### config.mk
export PLATFORM = sky130hd
export DESIGN_NAME = qt_top
export DESIGN_NICKNAME = d
export VERILOG_FILES = /design/src/core/qt_pkg.sv /design/src/core/qt_top.sv
export VERILOG_INCLUDE_DIRS = /design/src /design/src/core
export SDC_FILE = /design/constraint.sdc
export NUM_CORES = 1
export LEC_CHECK = 0
export BUFFER_PORTS_ARGS = -buffer_cell sky130_fd_sc_hd__buf_2
export CAP_MARGIN = 20
export CORE_MARGIN = 1.5
export CORE_UTILIZATION = 58
export DETAILED_ROUTE_END_ITERATION = 6
export PLACE_DENSITY_LB_ADDON = 0.15
export SLEW_MARGIN = 15
export SYNTH_ARGS = -nofsm -noshare
export SYNTH_HDL_FRONTEND = slang
export SYNTH_SLANG_ARGS = --single-unit
### constraint.sdc
create_clock -name clk -period 3.72 [get_ports clk]
set_clock_uncertainty 0.1 [all_clocks]
set_input_delay 0.186 -clock clk [delete_from_list [all_inputs] [get_ports clk]]
set_output_delay 0.186 -clock clk [all_outputs]
set_load 0.1 [all_outputs]
### src/core/qt_params.svh
// constants for the quad timer with auxiliary gate inputs
// ----------------------------------------------------------------------
// ----------------------------------------------------------------------
`ifndef QT_PARAMS_SVH
`define QT_PARAMS_SVH

// register byte offsets
`define QT_OFS_CTRL_A 8'h00
`define QT_OFS_CTRL_B 8'h04
`define QT_OFS_CTRL_CD 8'h08
`define QT_OFS_DATA_A 8'h0c
`define QT_OFS_DATA_B 8'h10
`define QT_OFS_DATA_C 8'h14
`define QT_OFS_DATA_D 8'h18
`define QT_OFS_EDGE 8'h1c
`define QT_OFS_IRQ_EN 8'h20
`define QT_OFS_STATUS 8'h24

// field positions
`define QT_CTRL_OUT_CLR 4
`define QT_EDGE_AUX_A 4
`define QT_EDGE_AUX_B 3

// mode field codes for timers A and B
`define QT_CFG_STOP 4'h0
`define QT_CFG_EVENT 4'h8

// prescale divisors, index 1..7
`define QT_DIV1 8'h04
`define QT_DIV2 8'h0a
`define QT_DIV3 8'h10
`define QT_DIV4 8'h32
`define QT_DIV5 8'h40
`define QT_DIV6 8'h64
`define QT_DIV7 8'hc8

// reset values
`define QT_RST_BYTE 8'h00
`define QT_RST_IRQ_EN 6'h00

// answers
`define QT_RESP_OKAY 2'b00
`define QT_RESP_SLVERR 2'b10

`endif

### src/core/qt_pkg.sv
// types for the quad timer with auxiliary gate inputs
package qt_pkg;

  typedef enum logic [1:0] {
    QT_STOP = 2'b00,
    QT_DELAY = 2'b01,
    QT_EVENT = 2'b10,
    QT_PULSE = 2'b11
  } qt_mode_type;

  typedef logic [7:0] qt_byte_type;

endpackage

### src/core/qt_top.sv
// quad timer with auxiliary gate inputs and an AXI4-Lite register slave
//
// Register access over AXI4-Lite and the register addresses are this design's own decisions.
`timescale 1ns/1ns
`include "qt_params.svh"

module qt_top
  import qt_pkg::*;
#(
  parameter int ADDR_W = 8
) (
  input wire logic clk,
  input wire logic rst_n,
  input wire logic [ADDR_W-1:0] s_axi_awaddr,
  input wire logic s_axi_awvalid,
  output logic s_axi_awready,
  input wire logic [31:0] s_axi_wdata,
  input wire logic [3:0] s_axi_wstrb,
  input wire logic s_axi_wvalid,
  output logic s_axi_wready,
  output logic [1:0] s_axi_bresp,
  output logic s_axi_bvalid,
  input wire logic s_axi_bready,
  input wire logic [ADDR_W-1:0] s_axi_araddr,
  input wire logic s_axi_arvalid,
  output logic s_axi_arready,
  output logic [31:0] s_axi_rdata,
  output logic [1:0] s_axi_rresp,
  output logic s_axi_rvalid,
  input wire logic s_axi_rready,
  input wire logic timer_clock_in_one,
  input wire logic aux_gate_input_a,
  input wire logic aux_gate_input_b,
  input wire logic port_line_three,
  input wire logic port_line_four,
  output logic [3:0] timer_out,
  output logic [5:0] irq_chan
);

  // ----------------------------------------------------------------------
  // input synchronisers
  // ----------------------------------------------------------------------
  logic [2:0] tclk_s;
  logic [1:0] aux_s1, aux_s2;
  logic [1:0] line_s1, line_s2;
  logic tick;

  always_ff @(posedge clk or negedge rst_n) begin
    if (!rst_n) begin
      tclk_s <= 3'h0;
      aux_s1 <= 2'h0;
      aux_s2 <= 2'h0;
      line_s1 <= 2'h0;
      line_s2 <= 2'h0;
    end else begin
      tclk_s <= {tclk_s[1:0], timer_clock_in_one};
      aux_s1 <= {aux_gate_input_b, aux_gate_input_a};
      aux_s2 <= aux_s1;
      line_s1 <= {port_line_four, port_line_three};
      line_s2 <= line_s1;
    end
  end

  // one tick per rising edge of the shared timer clock
  assign tick = tclk_s[1] & ~tclk_s[2];

  // ----------------------------------------------------------------------
  // bus slave
  // ----------------------------------------------------------------------
  logic aw_held, next_aw_held, w_held, next_w_held;
  logic [7:0] waddr, next_waddr;
  logic [7:0] wbyte, next_wbyte;
  logic wlane, next_wlane;
  logic next_awready, next_wready, next_bvalid, next_arready, next_rvalid;
  logic [1:0] next_bresp, next_rresp;
  logic [31:0] next_rdata;
  logic do_write, wr_hit;
  logic [7:0] raddr;

  qt_byte_type ctrl_a, ctrl_b, ctrl_cd, edge_sel;
  qt_byte_type next_ctrl_a, next_ctrl_b, next_ctrl_cd, next_edge_sel;
  logic [5:0] irq_en, next_irq_en;
  qt_byte_type main_cnt [4];
  logic [3:0] wr_data, out_clr;

  assign do_write = aw_held & w_held & ~s_axi_bvalid;
  assign raddr = {s_axi_araddr[7:2], 2'b00};

  always_comb begin
    next_aw_held = aw_held;
    next_w_held = w_held;
    next_waddr = waddr;
    next_wbyte = wbyte;
    next_wlane = wlane;
    next_bvalid = s_axi_bvalid;
    next_bresp = s_axi_bresp;
    next_rvalid = s_axi_rvalid;
    next_rresp = s_axi_rresp;
    next_rdata = s_axi_rdata;
    next_ctrl_a = ctrl_a;
    next_ctrl_b = ctrl_b;
    next_ctrl_cd = ctrl_cd;
    next_edge_sel = edge_sel;
    next_irq_en = irq_en;
    wr_data = 4'h0;
    out_clr = 4'h0;
    wr_hit = 1'b1;
    if (s_axi_awvalid && s_axi_awready) begin
      next_aw_held = 1'b1;
      next_waddr = {s_axi_awaddr[7:2], 2'b00};
    end
    if (s_axi_wvalid && s_axi_wready) begin
      next_w_held = 1'b1;
      next_wbyte = s_axi_wdata[7:0];
      next_wlane = s_axi_wstrb[0];
    end
    if (s_axi_bvalid && s_axi_bready) begin
      next_bvalid = 1'b0;
    end
    if (do_write) begin
      next_aw_held = 1'b0;
      next_w_held = 1'b0;
      next_bvalid = 1'b1;
      case (waddr)
        `QT_OFS_CTRL_A: begin
          if (wlane) begin
            next_ctrl_a = {4'h0, wbyte[3:0]};
            out_clr[0] = wbyte[`QT_CTRL_OUT_CLR];
          end
        end
        `QT_OFS_CTRL_B: begin
          if (wlane) begin
            next_ctrl_b = {4'h0, wbyte[3:0]};
            out_clr[1] = wbyte[`QT_CTRL_OUT_CLR];
          end
        end
        `QT_OFS_CTRL_CD: begin
          if (wlane) begin
            next_ctrl_cd = {1'b0, wbyte[6:4], 1'b0, wbyte[2:0]};
          end
        end
        `QT_OFS_DATA_A: wr_data[0] = wlane;
        `QT_OFS_DATA_B: wr_data[1] = wlane;
        `QT_OFS_DATA_C: wr_data[2] = wlane;
        `QT_OFS_DATA_D: wr_data[3] = wlane;
        `QT_OFS_EDGE: begin
          if (wlane) begin
            next_edge_sel = wbyte;
          end
        end
        `QT_OFS_IRQ_EN: begin
          if (wlane) begin
            next_irq_en = wbyte[5:0];
          end
        end
        `QT_OFS_STATUS: wr_hit = 1'b1;
        default: wr_hit = 1'b0;
      endcase
      next_bresp = wr_hit ? `QT_RESP_OKAY : `QT_RESP_SLVERR;
    end
    next_awready = ~next_aw_held;
    next_wready = ~next_w_held;
    if (s_axi_rvalid && s_axi_rready) begin
      next_rvalid = 1'b0;
    end
    if (s_axi_arvalid && s_axi_arready) begin
      next_rvalid = 1'b1;
      next_rresp = `QT_RESP_OKAY;
      next_rdata = 32'h0;
      case (raddr)
        `QT_OFS_CTRL_A: next_rdata[7:0] = ctrl_a;
        `QT_OFS_CTRL_B: next_rdata[7:0] = ctrl_b;
        `QT_OFS_CTRL_CD: next_rdata[7:0] = ctrl_cd;
        // counter sampled at the read strobe, not the reload value
        `QT_OFS_DATA_A: next_rdata[7:0] = main_cnt[0];
        `QT_OFS_DATA_B: next_rdata[7:0] = main_cnt[1];
        `QT_OFS_DATA_C: next_rdata[7:0] = main_cnt[2];
        `QT_OFS_DATA_D: next_rdata[7:0] = main_cnt[3];
        `QT_OFS_EDGE: next_rdata[7:0] = edge_sel;
        `QT_OFS_IRQ_EN: next_rdata[5:0] = irq_en;
        `QT_OFS_STATUS: next_rdata[7:0] = {2'b00, line_s2, timer_out};
        default: next_rresp = `QT_RESP_SLVERR;
      endcase
    end
    next_arready = ~next_rvalid;
  end

  always_ff @(posedge clk or negedge rst_n) begin
    if (!rst_n) begin
      aw_held <= 1'b0;
      w_held <= 1'b0;
      waddr <= 8'h00;
      wbyte <= 8'h00;
      wlane <= 1'b0;
      s_axi_awready <= 1'b0;
      s_axi_wready <= 1'b0;
      s_axi_bvalid <= 1'b0;
      s_axi_bresp <= 2'b00;
      s_axi_arready <= 1'b0;
      s_axi_rvalid <= 1'b0;
      s_axi_rresp <= 2'b00;
      s_axi_rdata <= 32'h0;
      ctrl_a <= `QT_RST_BYTE;
      ctrl_b <= `QT_RST_BYTE;
      ctrl_cd <= `QT_RST_BYTE;
      edge_sel <= `QT_RST_BYTE;
      irq_en <= `QT_RST_IRQ_EN;
    end else begin
      aw_held <= next_aw_held;
      w_held <= next_w_held;
      waddr <= next_waddr;
      wbyte <= next_wbyte;
      wlane <= next_wlane;
      s_axi_awready <= next_awready;
      s_axi_wready <= next_wready;
      s_axi_bvalid <= next_bvalid;
      s_axi_bresp <= next_bresp;
      s_axi_arready <= next_arready;
      s_axi_rvalid <= next_rvalid;
      s_axi_rresp <= next_rresp;
      s_axi_rdata <= next_rdata;
      ctrl_a <= next_ctrl_a;
      ctrl_b <= next_ctrl_b;
      ctrl_cd <= next_ctrl_cd;
      edge_sel <= next_edge_sel;
      irq_en <= next_irq_en;
    end
  end

  // ----------------------------------------------------------------------
  // mode decode and gate inputs
  // ----------------------------------------------------------------------
  logic [3:0] cfg [4];
  qt_mode_type mode [4];
  logic [1:0] chan_lvl, chan_lvl_d, aux_rise, line_evt;
  logic [3:0] gate_ok, ev_pulse, to_pulse;

  // timers C and D never see an event or pulse width code
  assign cfg[0] = ctrl_a[3:0];
  assign cfg[1] = ctrl_b[3:0];
  assign cfg[2] = {1'b0, ctrl_cd[2:0]};
  assign cfg[3] = {1'b0, ctrl_cd[6:4]};

  // bit 0 is the line three channel fed by aux B, bit 1 line four by aux A
  always_comb begin
    for (int k = 0; k < 4; k++) begin
      if (cfg[k] == `QT_CFG_STOP) begin
        mode[k] = QT_STOP;
      end else if (cfg[k] == `QT_CFG_EVENT) begin
        mode[k] = QT_EVENT;
      end else if (cfg[k][3]) begin
        mode[k] = QT_PULSE;
      end else begin
        mode[k] = QT_DELAY;
      end
    end
    // aux inputs take over the line channels in aux modes
    chan_lvl[0] = (mode[1] == QT_PULSE || mode[1] == QT_EVENT) ?
      aux_s2[1] : line_s2[0];
    chan_lvl[1] = (mode[0] == QT_PULSE || mode[0] == QT_EVENT) ?
      aux_s2[0] : line_s2[1];
    // xnor with the edge bit: rising of this level is the selected edge
    chan_lvl[0] = ~(chan_lvl[0] ^ edge_sel[`QT_EDGE_AUX_B]);
    chan_lvl[1] = ~(chan_lvl[1] ^ edge_sel[`QT_EDGE_AUX_A]);
    aux_rise = chan_lvl & ~chan_lvl_d;
    // pulse width measurement reports the end of the active pulse
    line_evt[0] = (mode[1] == QT_PULSE) ?
      (chan_lvl_d[0] & ~chan_lvl[0]) : aux_rise[0];
    line_evt[1] = (mode[0] == QT_PULSE) ?
      (chan_lvl_d[1] & ~chan_lvl[1]) : aux_rise[1];
    // in aux modes the channel level equals aux active state
    gate_ok = {2'b11, chan_lvl[0], chan_lvl[1]};
    ev_pulse = {2'b00, aux_rise[0], aux_rise[1]};
  end

  always_ff @(posedge clk or negedge rst_n) begin
    if (!rst_n) begin
      // idle low lines with clear edge bits read as 1: no false edge at start
      chan_lvl_d <= 2'b11;
      irq_chan <= 6'h00;
    end else begin
      chan_lvl_d <= chan_lvl;
      irq_chan <= {line_evt[1], line_evt[0], to_pulse} & irq_en;
    end
  end

  function automatic qt_byte_type div_of(input logic [2:0] sel);
    case (sel)
      3'h1: div_of = `QT_DIV1;
      3'h2: div_of = `QT_DIV2;
      3'h3: div_of = `QT_DIV3;
      3'h4: div_of = `QT_DIV4;
      3'h5: div_of = `QT_DIV5;
      3'h6: div_of = `QT_DIV6;
      3'h7: div_of = `QT_DIV7;
      default: div_of = `QT_DIV1;
    endcase
  endfunction

  // ----------------------------------------------------------------------
  // per-timer prescaler and main counter
  // ----------------------------------------------------------------------
  qt_byte_type pre_cnt [4], next_pre_cnt [4];
  qt_byte_type next_main_cnt [4];
  qt_byte_type data_reg [4], next_data_reg [4];
  logic [3:0] next_out, next_to, cnt_pulse;

  for (genvar i = 0; i < 4; i++) begin : g_tmr
    always_comb begin
      next_pre_cnt[i] = pre_cnt[i];
      next_main_cnt[i] = main_cnt[i];
      next_data_reg[i] = data_reg[i];
      next_out[i] = timer_out[i];
      next_to[i] = 1'b0;
      cnt_pulse[i] = 1'b0;
      if (mode[i] == QT_STOP) begin
        next_pre_cnt[i] = 8'h00;
      end else if (mode[i] == QT_EVENT) begin
        cnt_pulse[i] = ev_pulse[i];
      end else if (tick && (mode[i] == QT_DELAY || gate_ok[i])) begin
        // >= so a smaller new divisor still fires within one period
        if (pre_cnt[i] >= div_of(cfg[i][2:0]) - 8'h01) begin
          next_pre_cnt[i] = 8'h00;
          cnt_pulse[i] = 1'b1;
        end else begin
          next_pre_cnt[i] = pre_cnt[i] + 8'h01;
        end
      end
      if (cnt_pulse[i]) begin
        if (main_cnt[i] == 8'h01) begin
          next_main_cnt[i] = data_reg[i];
          next_to[i] = 1'b1;
          next_out[i] = ~timer_out[i];
        end else begin
          // 00 wraps to ff, giving 256 pulses per time-out
          next_main_cnt[i] = main_cnt[i] - 8'h01;
        end
      end
      if (wr_data[i]) begin
        next_data_reg[i] = wbyte;
        if (mode[i] == QT_STOP) begin
          next_main_cnt[i] = wbyte;
        end
      end
      if (out_clr[i]) begin
        next_out[i] = 1'b0;
      end
    end

    always_ff @(posedge clk or negedge rst_n) begin
      if (!rst_n) begin
        pre_cnt[i] <= 8'h00;
        main_cnt[i] <= 8'h00;
        data_reg[i] <= 8'h00;
        timer_out[i] <= 1'b0;
        to_pulse[i] <= 1'b0;
      end else begin
        pre_cnt[i] <= next_pre_cnt[i];
        main_cnt[i] <= next_main_cnt[i];
        data_reg[i] <= next_data_reg[i];
        timer_out[i] <= next_out[i];
        to_pulse[i] <= next_to[i];
      end
    end
  end

endmodule

### Yosys cells after proc, flatten, opt, wreduce, memory -nomap -nowiden

Index checks and enable logic that the tools add are counted.

* bits in registers: 185
* logic and storage cells: 300
* output and inout port bits: 51
* bits of input ports: 64

* muxes and demuxes: 113
* reductions and logical operators: 45
* equality and inequality tests: 60
* $lt $le $gt $ge: 4
* bitwise gates (word level): 21
* $add $sub $neg: 12

Operators with widths (number)
* $mux 8: 44
* $pmux 8 s6: 4
* $sub 8x1->8 const B: 8
* $pmux 6 s10: 1
* $mux 1: 53
* $eq 3x3->1 const B: 16
* $eq 6x3->1 const B: 8
* $add 8x1->8 const B: 4
* $eq 8x1->1 const B: 4
* $ge 8x8->1: 4
* $eq 3x2->1 const B: 8
* $eq 6x2->1 const B: 4
* $eq 6x4->1 const B: 4
* $reduce_or 10->1: 2
* $mux 2: 9
* $reduce_bool 2->1: 9
* $logic_not 4->1: 4
* $logic_not 8->1: 2
* $reduce_and 2->1: 8
* $reduce_and 3->1: 5
* $eq 2x2->1 const B: 6
* $eq 6x1->1 const B: 2
* $pmux 2 s6: 1
* $not 1->1: 11
* other kinds (12): 34

### Logic depth before layout (Yosys ltp)

* depth after elaboration: 22
* depth in mapped cells: 16
* mapped depth without buffers: 13

### Least setup slack after synthesis

No wires, ideal clock.

* path type: reg-to-reg
* start: register ctrl_cd[2]
* end: register main_cnt[11] in the netlist's numbering
* data required time: 3.500 ns
* cell stages (with the launch flop): 15
* setup slack: 0.589 ns
* arrival: 2.911 ns
* clock period less this slack: 3.131 ns
* setup time: 0.120 ns
* buffers on the path: 2
* cells stage by stage: dfrtp_1 clkbuf_1 nand2_1 nor2_1 nor2_1 ha_1 xnor2_1 ha_1 nand2_1 o21ai_0 a21boi_0 a211oi_1 clkbuf_1 o21ai_0 a31o_2

RTL lines
* start, declared: RTL line qt_top.sv:80 `qt_byte_type ctrl_a, ctrl_b, ctrl_cd, edge_sel;`
* start signal, assigned: RTL line qt_top.sv:205 `` ctrl_cd <= `QT_RST_BYTE; ``
* start signal, assigned: RTL line qt_top.sv:224 `ctrl_cd <= next_ctrl_cd;`
* end signal, assigned by index: RTL line qt_top.sv:359 `main_cnt[i] <= next_main_cnt[i];`
* end, declared: RTL line qt_top.sv:83 `qt_byte_type main_cnt [4];`

==> metrics.cfg <==
[synth]
synth-warning-count = 0
synth.lib_cells_used.distinct = 71
ys_dominant_reg_cell = dfrtp_1
postSynthRegisterBits = 183
synth_area_per_cell_um2 = 9.92
seq_area_frac_synth_pct = 45.5
synth_enable_flop_cells = 0
post_synth_inst_count = 1016
post_synth_instance_area_um2 = 10100
ys_async_sr_fraction_pct = 100

[setup_path]
worstPathMaxFanout = 11
worstPathArrival_ns = 3.65
crit_start = ctrl_b[2]$_DFFE_PN0P_
required_ns = 3.96
max_stage_delay_ns = 0.56
cpMaxStageDelayCell = dfrtp_1
regToRegStartpoint = ctrl_b[2]$_DFFE_PN0P_
crit_path_end_kind = flip-flop
timing.critical_path.mode_cell = nor2_1
crit_path_start_kind = flip-flop
path_cells = nand2_1 > nor2_1 > nor2_1 > ha_1 > nor3b_1 > a21oi_1 > ha_1 > and3_1 > a221o_1 > a311oi_2 > or3b_1 > nor2_1 > o31ai_1
path_delay_family = simple AND/OR/NAND/NOR gates
crit_buf_inv = 0
crit_type = flip-flop to flip-flop

[timing]
rsz0062_at_grt = no
fmaxAchievable_mhz = 293
slew_viol_final = 0
final_setup_violating_endpoints = 0
timing.slew.headroom_pct = 32.9
timing.final.crit_share_pct = 91.7
timing_hold_violations_final = 0
period_needed_ns = 3.41
fin_tns_setup_ns = 0
tightest_slew_ns = 0.999

[cts]
hold_buffers = 23
cts-resized-gates = 0
clk_path_buf_depth = 2
worstSkewPairLatency_ns = 0.44
post_cts_buffers = 0
cts_tree = built
numCtsBuffers = 17
path_clk_slew_ns = 0.07
htree_num_levels = 4
clock_sink_count = 183
cts-root-buf = clkbuf_16

[detailed_routing]
wire_per_inst_um = 18.4
detailedRoute.firstPassIterationCount = 5
drt_wl_total_mm = 24.4
detail_route.vias_per_cell = 5.99
drt_iter0_markers = 515
routed-via-count = 7919
routed.top_layer = met4
routed-wl-met3_mm = 1.52
drt-met1-wl_mm = 10.8
detail_route.drc_violations = 0
detail-route-antenna-nets = 0
met2WireLength_mm = 11.5

[placed_design]
detailed_place.area_um2 = 10500
gpl.final_weighted_congestion = 0.948
post-dp-hpwl_mm = 17.2
numPortBuffers = 57

[layout]
diodes = 0
final_layout_size_suffix_gt1_share_pct = 17.0
design.final.nets = 1192
area_overhead_vs_synth_pct = 12.2
final_cell_area_um2 = 11300
n_fill_cell = 1380

[global_routing]
grt_max_degree = 108
initial_antenna_violation_count = 0
first_global_vias = 7353
globalRoute.totalOverflow = 0
gr-usage-all-layers_pct = 28.2
wire_length_of_the_first_global_routing_pass_mm = 39.5

[power_and_ir_drop]
power.static_leakage_nw = 5.30
powerDensity_nw_per_um2 = 685
power_mw = 7.74
irDropWorstVdd_v = 0.000655

[hold_path]
worst_hold_startpoint = s_axi_arvalid
hold_path_class = primary input to flip-flop

[floorplanning]
floorplan.die_area_um2 = 18200
ios = 115
chip_width_um = 135
die_h_um = 135
core_area_um2 = 17100
core.rowCount = 48
initial_utilization_pct = 58.9

[status]
result_of_the_run = finished clean

[run]
drv_cap = 0

power by group:
group | switching (mW) | internal, mW | leakage (nW)
combinational | 1.70 | 1.12 | 2.57
sequential | 0.749 | 2.41 | 2.45
clock | 0.857 | 0.907 | 0.284
through the flow:
step	std cells	setup WS, ns	hold WS [ns]	util (%)
finish	1322	0.310	0.161	66.1
global placement	1267	0.405	0.194	61.3
floorplan	1041	0.589	-0.210	-
detailed placement	1267	0.346	0.196	61.3
global route	1322	0.0666	0.173	66.1
CTS	1322	0.321	0.143	66.0
synth_stat cells, types with 7 or more instances:
cell type,instances,area (um^2)
dfrtp_1,181,4530
nor2_1,91,342
nand2_1,90,338
mux2_2,68,766
o21ai_0,56,280
a21oi_1,44,220
ha_1,44,551
clkbuf_1,37,139
inv_1,32,120
nand3_1,32,160
nor3_1,27,135
buf_4,26,195
xor2_1,23,201
o211ai_1,21,158
xnor2_1,20,175
a31oi_1,18,113
a22oi_1,15,113
mux2i_1,15,150
a21o_1,13,97.6
nand2b_1,11,68.8
a22o_1,10,87.6
a211oi_1,9,67.6
and3_1,9,56.3
or3_1,9,56.3
nor3b_1,8,60.1
o31ai_1,8,60.1
a21boi_0,7,52.6
a221oi_1,7,61.3
and2_1,7,43.8
nor4_1,7,43.8
worst min-delay path, cell delays in order:
cell and delay (ns):
buf_2 0.08, nand2_1 0.19, o21ai_0 0.19
logic make-up (layout without fill, tap and decap cells):
family	Yosys count	in the layout	synth area share (%)
xor gates and xnor gates	43	43	3.74
other	1	26	0.0372
muxes	83	83	9.09
DFF	183	183	45.5
and+or+nand+nor	324	324	15.8
buffers and inverters	102	158	4.89
adders and majority gates	44	44	5.46
AOI/OAI and AO/OA	236	236	15.5
path summary, 6_finish.rpt:
path	end	slack, ns	depth (start not counted)
worst max-delay path	main_cnt[22]$_DFF_PN0_	0.31	13
worst min-delay path	s_axi_rvalid$_DFF_PN0_	0.16	3
worst max register to register	main_cnt[22]$_DFF_PN0_	0.31	13
worst min register to register	tclk_s[1]$_DFF_PN0_	0.25	0
max in group asynchronous	waddr[2]$_DFFE_PN0P_	2.36	3
min in group asynchronous	pre_cnt[4]$_DFFE_PN0P_	0.29	2
cells in the final DEF (no fill, tap or decap), types with 8 or more instances in the layout:
master,n
dfrtp_1,181
nor2_1,91
nand2_1,90
mux2_2,68
o21ai_0,56
buf_2,56
a21oi_1,44
ha_1,44
inv_1,32
nand3_1,32
nor3_1,26
conb_1,26
xor2_1,23
dlygate4sd3_1,23
o211ai_1,21
xnor2_1,20
a31oi_1,18
clkbuf_16,17
mux2i_1,15
a22oi_1,15
a21o_1,13
buf_4,13
nand2b_1,11
a22o_1,10
or3_1,9
and3_1,9
nor3b_1,8
a211oi_1,8
o31ai_1,8
routing by layer:
metal  global-route usage, %  up-vias
met5                       0        -
met4                    8.90        0
met3                    6.01       40
met2                    44.9      273
met1                    38.8     3846
li1                        -     3760
area by class of cell:
cell class,count,area (um^2),area share (%)
flip-flops and latches,183,4580,40.5
inverters,32,120,1.06
well taps,225,282,2.49
clock buffers,18,439,3.88
repair buffers,94,642,5.68
multi-input cells,756,5110,45.2
clock inverters,14,133,1.17
Power figures use the tool's default switching activity.
